File: src/common/two_wire_pkg.sv
// Constants and types shared by the two-wire slave engine.
// Assumes an APB master on pclk at 40 MHz and an external bus master driving the serial clock.
package two_wire_pkg;

    // ------------------------------------------------------------
    // Register offsets
    // ------------------------------------------------------------
    localparam logic [11:0] control_command_offset   = 12'h000;
    localparam logic [11:0] slave_mode_offset        = 12'h008;
    localparam logic [11:0] clock_waveform_offset    = 12'h010;
    localparam logic [11:0] status_offset            = 12'h020;
    localparam logic [11:0] receive_holding_offset   = 12'h030;
    localparam logic [11:0] transmit_holding_offset  = 12'h034;

    // ------------------------------------------------------------
    // Field positions, general call address and phase encoding
    // ------------------------------------------------------------
    localparam int master_disable_bit = 3;
    localparam int slave_enable_bit   = 4;
    localparam int slave_disable_bit  = 5;
    localparam int soft_reset_bit     = 7;
    localparam int address_lsb        = 16;
    localparam int transfer_complete_bit = 0;
    localparam int receive_ready_bit  = 1;
    localparam int transmit_ready_bit = 2;
    localparam int direction_bit      = 3;
    localparam int access_bit         = 4;
    localparam int general_call_bit   = 5;
    localparam int nack_bit           = 8;
    localparam int clock_wait_bit     = 10;
    localparam int end_access_bit     = 11;
    localparam logic [6:0] general_call_address = 7'h00;

    typedef enum logic [5:0] {
        st_idle    = 6'h01,
        st_address = 6'h02,
        st_tx      = 6'h04,
        st_rx      = 6'h08,
        st_ack     = 6'h10,
        st_ignore  = 6'h20
    } phase_type;

endpackage

File: src/hw/two_wire_slave_engine.sv
// Slave engine of the two-wire unit with an APB register slave.
// Assumes serial clock and data arrive asynchronously and are sampled by pclk.
//
// Design decisions made here: the APB register port and the address map.
module two_wire_slave_engine (
    input  wire logic        pclk,
    input  wire logic        presetn,
    input  wire logic        psel,
    input  wire logic        penable,
    input  wire logic        pwrite,
    input  wire logic [11:0] paddr,
    input  wire logic [31:0] pwdata,
    output logic      [31:0] prdata,
    output logic             pready,
    output logic             pslverr,
    input  wire logic        scl_in,
    output logic             scl_out,
    output logic             scl_oe,
    input  wire logic        sda_in,
    output logic             sda_out,
    output logic             sda_oe
);

    typedef struct packed {
        logic [1:0]  scl_sync;
        logic [1:0]  sda_sync;
        logic        scl_prev;
        logic        sda_prev;
        two_wire_pkg::phase_type phase;
        two_wire_pkg::phase_type after_ack;
        logic [3:0]  bit_count;
        logic [7:0]  shift;
        logic        shift_full;
        logic [6:0]  own_slave_address;
        logic        slave_enabled;
        logic [31:0] clock_waveform_settings;
        logic [7:0]  transmit_holding_reg;
        logic [7:0]  receive_holding_reg;
        logic        transfer_complete_flag;
        logic        receive_ready_flag;
        logic        transmit_ready_flag;
        logic        slave_direction_flag;
        logic        slave_access_flag;
        logic        general_call_flag;
        logic        nack_flag;
        logic        end_of_access_flag;
        logic        sda_low;
        logic        stretch;
        logic        gc_window;
        logic [31:0] prdata;
    } state_type;

    state_type state_reg;
    state_type state_next;

    logic scl;
    logic sda;
    logic scl_rise;
    logic scl_fall;
    logic start_seen;
    logic stop_seen;
    logic wr_access;
    logic rd_access;

    // ------------------------------------------------------------
    // Bus event decoding
    // ------------------------------------------------------------
    // Only the second synchroniser stage feeds the edge detectors.
    assign scl        = state_reg.scl_sync[1];
    assign sda        = state_reg.sda_sync[1];
    assign scl_rise   = scl & ~state_reg.scl_prev;
    assign scl_fall   = ~scl & state_reg.scl_prev;
    assign start_seen = scl & state_reg.scl_prev & ~sda & state_reg.sda_prev;
    assign stop_seen  = scl & state_reg.scl_prev & sda & ~state_reg.sda_prev;
    assign wr_access  = psel & penable & pwrite;
    assign rd_access  = psel & penable & ~pwrite;

    // Outputs; the APB slave always answers with zero wait states.
    assign pready  = 1'b1;
    assign pslverr = 1'b0;
    assign prdata  = state_reg.prdata;
    assign scl_out = 1'b0;
    assign scl_oe  = state_reg.stretch;
    assign sda_out = 1'b0;
    assign sda_oe  = state_reg.sda_low;

    // Next-state logic for serial engine and register file.
    always_comb begin
        state_next = state_reg;
        state_next.scl_sync = {state_reg.scl_sync[0], scl_in};
        state_next.sda_sync = {state_reg.sda_sync[0], sda_in};
        state_next.scl_prev = scl;
        state_next.sda_prev = sda;

        // --------------------------------------------------------
        // Serial engine
        // --------------------------------------------------------
        if (!state_reg.slave_enabled) begin
            state_next.phase   = two_wire_pkg::st_idle;
            state_next.sda_low = 1'b0;
            state_next.stretch = 1'b0;
        end else if (start_seen) begin
            if (state_reg.slave_access_flag) begin
                state_next.end_of_access_flag = 1'b1;
            end
            state_next.phase     = two_wire_pkg::st_address;
            state_next.bit_count = 4'h0;
            state_next.sda_low   = 1'b0;
            state_next.stretch   = 1'b0;
        end else if (stop_seen) begin
            if (state_reg.slave_access_flag) begin
                state_next.end_of_access_flag     = 1'b1;
                state_next.transfer_complete_flag = 1'b1;
            end
            state_next.slave_access_flag = 1'b0;
            state_next.phase   = two_wire_pkg::st_idle;
            state_next.sda_low = 1'b0;
            state_next.stretch = 1'b0;
        end else begin
            case (state_reg.phase)
                two_wire_pkg::st_address: begin
                    if (scl_rise) begin
                        state_next.shift     = {state_reg.shift[6:0], sda};
                        state_next.bit_count = state_reg.bit_count + 4'h1;
                    end
                    if (scl_fall && state_reg.bit_count == 4'h8) begin
                        if (state_reg.shift[7:1] == state_reg.own_slave_address ||
                            state_reg.shift[7:1] == two_wire_pkg::general_call_address) begin
                            state_next.slave_access_flag    = 1'b1;
                            state_next.slave_direction_flag = state_reg.shift[0];
                            if (state_reg.shift[7:1] == two_wire_pkg::general_call_address) begin
                                state_next.general_call_flag = 1'b1;
                                state_next.gc_window         = 1'b1;
                            end
                            state_next.sda_low   = 1'b1;
                            state_next.phase     = two_wire_pkg::st_ack;
                            state_next.after_ack = state_reg.shift[0] ? two_wire_pkg::st_tx
                                                                     : two_wire_pkg::st_rx;
                        end else begin
                            if (state_reg.slave_access_flag) begin
                                state_next.transfer_complete_flag = 1'b1;
                            end
                            state_next.slave_access_flag = 1'b0;
                            state_next.phase = two_wire_pkg::st_ignore;
                        end
                    end
                end
                two_wire_pkg::st_ack: begin
                    // A count of nine marks that the acknowledge clock has already fallen.
                    if (scl_fall) begin
                        state_next.bit_count = 4'h9;
                    end
                    if (state_reg.after_ack == two_wire_pkg::st_tx && state_reg.transmit_ready_flag
                        && !state_reg.shift_full) begin
                        state_next.stretch = ~scl;
                    end else if (state_reg.after_ack == two_wire_pkg::st_tx && !state_reg.shift_full) begin
                        state_next.shift      = state_reg.transmit_holding_reg;
                        state_next.shift_full = 1'b1;
                    end else if (scl_fall || (!scl && state_reg.bit_count == 4'h9)) begin
                        state_next.stretch   = 1'b0;
                        state_next.bit_count = 4'h0;
                        state_next.phase     = state_reg.after_ack;
                        state_next.sda_low   = (state_reg.after_ack == two_wire_pkg::st_tx)
                                               ? ~state_reg.shift[7] : 1'b0;
                    end else begin
                        state_next.stretch = 1'b0;
                    end
                end
                two_wire_pkg::st_tx: begin
                    if (scl_fall) begin
                        state_next.bit_count = state_reg.bit_count + 4'h1;
                        state_next.shift     = {state_reg.shift[6:0], 1'b1};
                        state_next.sda_low   = (state_reg.bit_count < 4'h7) ? ~state_reg.shift[6] : 1'b0;
                    end
                    if (scl_rise && state_reg.bit_count == 4'h8) begin
                        state_next.shift_full          = 1'b0;
                        state_next.transmit_ready_flag = 1'b1;
                        if (sda) begin
                            state_next.nack_flag = 1'b1;
                            state_next.phase     = two_wire_pkg::st_ignore;
                        end else begin
                            state_next.phase     = two_wire_pkg::st_ack;
                            state_next.after_ack = two_wire_pkg::st_tx;
                        end
                    end
                end
                two_wire_pkg::st_rx: begin
                    if (scl_rise && state_reg.bit_count < 4'h8) begin
                        state_next.shift     = {state_reg.shift[6:0], sda};
                        state_next.bit_count = state_reg.bit_count + 4'h1;
                    end
                    if (scl_fall && state_reg.bit_count == 4'h8) begin
                        state_next.shift_full = 1'b1;
                    end
                    if (state_reg.shift_full) begin
                        if (!state_reg.receive_ready_flag) begin
                            state_next.receive_holding_reg = state_reg.shift;
                            state_next.receive_ready_flag  = 1'b1;
                            state_next.shift_full          = 1'b0;
                            state_next.sda_low             = 1'b1;
                            state_next.stretch             = 1'b0;
                            state_next.phase     = two_wire_pkg::st_ack;
                            state_next.after_ack = two_wire_pkg::st_rx;
                        end else begin
                            state_next.stretch = 1'b1;
                        end
                    end
                end
                default: begin
                    state_next.sda_low = 1'b0;
                    state_next.stretch = 1'b0;
                end
            endcase
        end

        // --------------------------------------------------------
        // Register file
        // --------------------------------------------------------
        // waveform settings kept, never used
        if (wr_access) begin
            if (paddr == two_wire_pkg::control_command_offset) begin
                if (pwdata[two_wire_pkg::soft_reset_bit]) begin
                    state_next = '0;
                    state_next.transfer_complete_flag = 1'b1;
                    state_next.transmit_ready_flag    = 1'b1;
                    state_next.phase     = two_wire_pkg::st_idle;
                    state_next.after_ack = two_wire_pkg::st_idle;
                end else if (pwdata[two_wire_pkg::slave_disable_bit]) begin
                    state_next.slave_enabled = 1'b0;
                end else if (pwdata[two_wire_pkg::slave_enable_bit]) begin
                    state_next.slave_enabled = 1'b1;
                end
            end else if (paddr == two_wire_pkg::slave_mode_offset) begin
                if (!state_reg.slave_enabled || state_reg.gc_window) begin
                    state_next.own_slave_address = pwdata[two_wire_pkg::address_lsb +: 7];
                    state_next.gc_window         = 1'b0;
                end
            end else if (paddr == two_wire_pkg::clock_waveform_offset) begin
                state_next.clock_waveform_settings = pwdata;
            end else if (paddr == two_wire_pkg::transmit_holding_offset) begin
                state_next.transmit_holding_reg = pwdata[7:0];
                state_next.transmit_ready_flag  = 1'b0;
            end
        end else if (rd_access) begin
            if (paddr == two_wire_pkg::status_offset) begin
                // Read-clear flags; a set in this cycle wins over the clear.
                state_next.general_call_flag  = state_next.general_call_flag & ~state_reg.general_call_flag;
                state_next.nack_flag          = state_next.nack_flag & ~state_reg.nack_flag;
                state_next.end_of_access_flag = state_next.end_of_access_flag & ~state_reg.end_of_access_flag;
            end else if (paddr == two_wire_pkg::receive_holding_offset) begin
                if (!(state_next.receive_ready_flag && !state_reg.receive_ready_flag)) begin
                    state_next.receive_ready_flag = 1'b0;
                end
            end
        end
        if (state_next.slave_access_flag && !state_reg.slave_access_flag) begin
            state_next.transfer_complete_flag = 1'b0;
        end
        // Read data is captured at the setup edge, so it stands in the access cycle.
        state_next.prdata = 32'h0000_0000;
        if (psel && !penable && !pwrite) begin
            if (paddr == two_wire_pkg::status_offset) begin
                state_next.prdata[two_wire_pkg::transfer_complete_bit] = state_next.transfer_complete_flag;
                state_next.prdata[two_wire_pkg::receive_ready_bit]     = state_next.receive_ready_flag;
                state_next.prdata[two_wire_pkg::transmit_ready_bit]    = state_next.transmit_ready_flag;
                state_next.prdata[two_wire_pkg::direction_bit]  = state_next.slave_direction_flag;
                state_next.prdata[two_wire_pkg::access_bit]     = state_next.slave_access_flag;
                state_next.prdata[two_wire_pkg::general_call_bit] = state_next.general_call_flag;
                state_next.prdata[two_wire_pkg::nack_bit]       = state_next.nack_flag;
                state_next.prdata[two_wire_pkg::clock_wait_bit] = state_next.stretch;
                state_next.prdata[two_wire_pkg::end_access_bit] = state_next.end_of_access_flag;
            end else if (paddr == two_wire_pkg::slave_mode_offset) begin
                state_next.prdata[two_wire_pkg::address_lsb +: 7] = state_next.own_slave_address;
            end else if (paddr == two_wire_pkg::clock_waveform_offset) begin
                state_next.prdata = state_next.clock_waveform_settings;
            end else if (paddr == two_wire_pkg::receive_holding_offset) begin
                state_next.prdata[7:0] = state_next.receive_holding_reg;
            end
        end
    end

    // Single state register with asynchronous reset to constants.
    always_ff @(posedge pclk or negedge presetn) begin
        if (!presetn) begin
            state_reg <= '{
                scl_sync: 2'h3, sda_sync: 2'h3, scl_prev: 1'b1, sda_prev: 1'b1,
                phase: two_wire_pkg::st_idle, after_ack: two_wire_pkg::st_idle,
                transfer_complete_flag: 1'b1, transmit_ready_flag: 1'b1,
                default: '0};
        end else begin
            state_reg <= state_next;
        end
    end

endmodule

File: config.mk
export PLATFORM = sky130hd
export DESIGN_NAME = two_wire_slave_engine
export DESIGN_NICKNAME = d
export VERILOG_FILES = /design/src/common/two_wire_pkg.sv /design/src/hw/two_wire_slave_engine.sv
export SDC_FILE = /design/constraint.sdc
export NUM_CORES = 1
export LEC_CHECK = 0
export ABC_AREA = 1
export BUFFER_PORTS_ARGS = -buffer_cell sky130_fd_sc_hd__buf_2
export CAP_MARGIN = 0
export CORE_ASPECT_RATIO = 0.5
export CORE_MARGIN = 5
export CORE_UTILIZATION = 45
export DETAILED_ROUTE_END_ITERATION = 10
export GPL_ROUTABILITY_DRIVEN = 0
export PLACE_DENSITY = 0.68
export SLEW_MARGIN = 15
export SYNTH_ARGS = -nofsm -noshare
export SYNTH_HDL_FRONTEND = slang
export SYNTH_SLANG_ARGS = --single-unit
File: constraint.sdc
create_clock -name pclk -period 1.9 [get_ports pclk]
set_input_delay 0.095 -clock pclk [delete_from_list [all_inputs] [get_ports pclk]]
set_output_delay 0.095 -clock pclk [all_outputs]
set_load 0.005 [all_outputs]
==> out/metrics.csv <==
metric,value,unit
Yosys cell types,51,
Buffers on Ports,84,
RR Startpoint,scl,
Initial Utilization,45.4,%
first-pass GRT wire length,35100,um
Least-Margin Pin Slew,0.554,ns
RSZ-0062 raised after global routing,true,
status,"complete, but fails checks",
Synth Area in XOR/XNOR,0.238,%
DIE HEIGHT,100,um
share of cells above drive strength 1,25.0,%
crit-path max FO,5,
Crit. End Element,flip-flop,
Finish-stage setup viols,1,
Worst-Skew Late Latency,0.43,ns
final worst setup slack,-0.0189,ns
placed wire-length estimate,15500,um
failing checks,"negative hold slack, negative setup slack",
Post-synth top flop,dfrtp_1,
clk sink count,130,
H-Tree Depth,4,
largest cells by area after synthesis,"dfrtp_1 (41%), nand2_1 (13%), inv_1 (6.5%)",
most frequent cell after synthesis,nand2_1,
placed insts,1266,
Tot Pwr,0.00836,W
"EDFF count, synth",0,
initial drt markers,609,
sw frac,34.0,%
die width,191,um
synth cell count leaders,"nand2_1 (264), inv_1 (128), dfrtp_1 (120)",
Setup crit start kind,flip-flop,
skew final,0.00908,ns
max cap viols,0,
row count,33,
critical path required time,2.23,ns
WL final,22000,um
Internal Power,0.00552,W
Worst Reg-to-Reg Cells,11,
DRT antenna net count,0,
Syn Area/Cell,7.72,um2
Synth Area in Adders,0.681,%
clock share of power,38.5,%
initial antenna violation count,0,
final worst path period share,101,%
combinational share of power,24.2,%
post-synthesis mux area share,0,%
DRC,0,
Worst Hold Margin,-0.00281,ns
Mapped Area,7350,um2
switching power,0.00284,W
endpoints failing hold,1,
DRT Pass-1 Iters,5,
Final nets,1160,
worst hold path startpoint,pwdata[21],
pin count of the biggest net entering global routing,59,
simple-gate area share of the yosys netlist,31.6,%
Worst setup endpoint,state_reg[108],
f_max,521,MHz
Reg power frac,37.3,%
Fin Setup TNS,-0.0189,ns
Pleak,5.15,nW
"Async S/R FF share, synth",100,%
Slew Limit Fails,0,
vias,6965,
sequential element share of the synthesized area,44.4,%
Synth Area in Compound Gates,10.3,%
crit path from,scl,
R2R Path End,state_reg[108],
CORE AREA,16200,um2
Root Driver,clkbuf_16,
minimum clock period,1.92,ns
Yosys warning count,0,
vias in the first global route,6766,
area of the multi-input gates,3290,um2
CTS Buf Count,17,
GR Overflow Total,0,
Reg2Reg Setup Slack,-0.02,ns
cell taking the most area after synthesis,dfrtp_1,
clock buffer depth,2,
largest family of logic cells by synthesized area,simple AND/OR/NAND/NOR gates,
Antenna diodes,0,
Cell Pwr Density,899,nW/um2
Crit Path Category,flip-flop to flip-flop,
TritonCTS clock tree,built,
Yosys reg bits,130,
post-synthesis cell count,953,
Worst slew margin,63.1,%
Via-to-Cell Ratio,5.18,
max reg flops,94,
fill count,1409,
WP data arrival,2.25,ns
"Area growth, synth to finish",26.4,%
Reg area,3270,um2
I/O pin total,89,
Yosys top cell area share,40.8,%
Total GRT Usage,23.2,%
post-placement setup slack,-0.130,ns
Peak VDD IR,0.000384,V
clock transition at the registers of the reported paths,0.07,ns
worst min path class,input port to flip-flop,
WL per Instance,16.4,um
Die ar.,19200,um2
Non-Filler Instances,1345,
cells by family after synthesis:
kind of cell,Yosys count
fa+ha+maj,4
flops,130
simple gates,486
compound gates,129
buf+inv,200
xor+xnor,2
other cells,2
power by group through the flow:
| stage | Sequential, W | Clock, W | Combinational (W) |
|---|---|---|---|
| 3_5_place_dp | 0.00317 | 0 | 0.00170 |
| 2_1_floorplan | 0.00312 | 0 | 0.00106 |
| 3_3_place_gp | 0.00317 | 0 | 0.00168 |
| 5_1_grt | 0.00314 | 0.00336 | 0.00219 |
| 6_report | 0.00312 | 0.00322 | 0.00202 |
| 4_1_cts | 0.00312 | 0.00323 | 0.00179 |
placed cells by master, fill, tap and decap left out, types with 9 or more instances in the layout:
| cell | synthesis | final |
|---|---|---|
| and3_1 | 9 | 9 |
| dfstp_2 | 10 | 10 |
| nand2_1 | 264 | 261 |
| buf_4 | 39 | 63 |
| clkbuf_16 | 0 | 17 |
| nand4_1 | 17 | 17 |
| nand2_2 | 10 | 10 |
| nor2_4 | 10 | 14 |
| o21ai_0 | 55 | 53 |
| nand3_1 | 76 | 71 |
| nor2_1 | 67 | 62 |
| buf_2 | 12 | 83 |
| inv_1 | 128 | 126 |
| o21ai_1 | 9 | 10 |
| a22oi_1 | 10 | 10 |
| dlygate4sd3_1 | 0 | 33 |
| inv_2 | 17 | 17 |
| dfrtp_1 | 120 | 118 |
| a21oi_1 | 21 | 21 |
final cells by class:
| cell class | count | area share (%) |
|---|---|---|
| Sequential cell | 130 | 35.2 |
| Multi-Input combinational cell | 625 | 35.5 |
| Clock buffer | 17 | 4.58 |
| Tap cell | 227 | 3.06 |
| Timing Repair Buffer | 186 | 14.3 |
| Clock inverter | 15 | 1.48 |
| Inverter | 145 | 5.91 |
how the worst min path moves through the flow:
stage / cells after the start / endpoint
global route: 3 / state_reg[97]
finish: 3 / state_reg[97]
floorplan: 0 / prdata[0]
CTS: 3 / state_reg[97]
detailed placement: 1 / prdata[27]
global placement: 1 / state_reg[79]
repair_timing:
item | in CTS | in global routing
pin swaps | 0 | 11
endpoints found under the setup margin | 1 | 35
hold buffers | 33 | 0
setup buffers | 0 | 14
endpoints found under the hold margin | 103 | 0
gates resized for setup | 2 | 36
metrics by stage:
stage / util (%) / cell area, um2
4_1_cts: 55.9 / 9040
2_1_floorplan: - / 7360
5_1_grt: 57.4 / 9290
6_report: 57.4 / 9290
3_5_place_dp: 50.2 / 8130
3_3_place_gp: 50.2 / 8130
worst max-delay path, stage by stage (launching register included):
cell	delay [ns]
dfstp_2	0.60
nand2_4	0.08
nor3_4	0.31
nor2_4	0.08
buf_4	0.17
nand2_4	0.08
inv_2	0.04
buf_4	0.12
nand2_1	0.09
nand3_1	0.10
nand2_1	0.09
inv_1	0.04
routing by layer:
metal	track usage [%]	vias to the layer above	wire [um]
met4	6.95	0	405
li1	-	3325	-
met1	31.3	3288	9570
met3	5.28	50	1840
met5	0	-	0
met2	37.7	302	10200
Note: power is estimated with default switching activity, not from simulation.
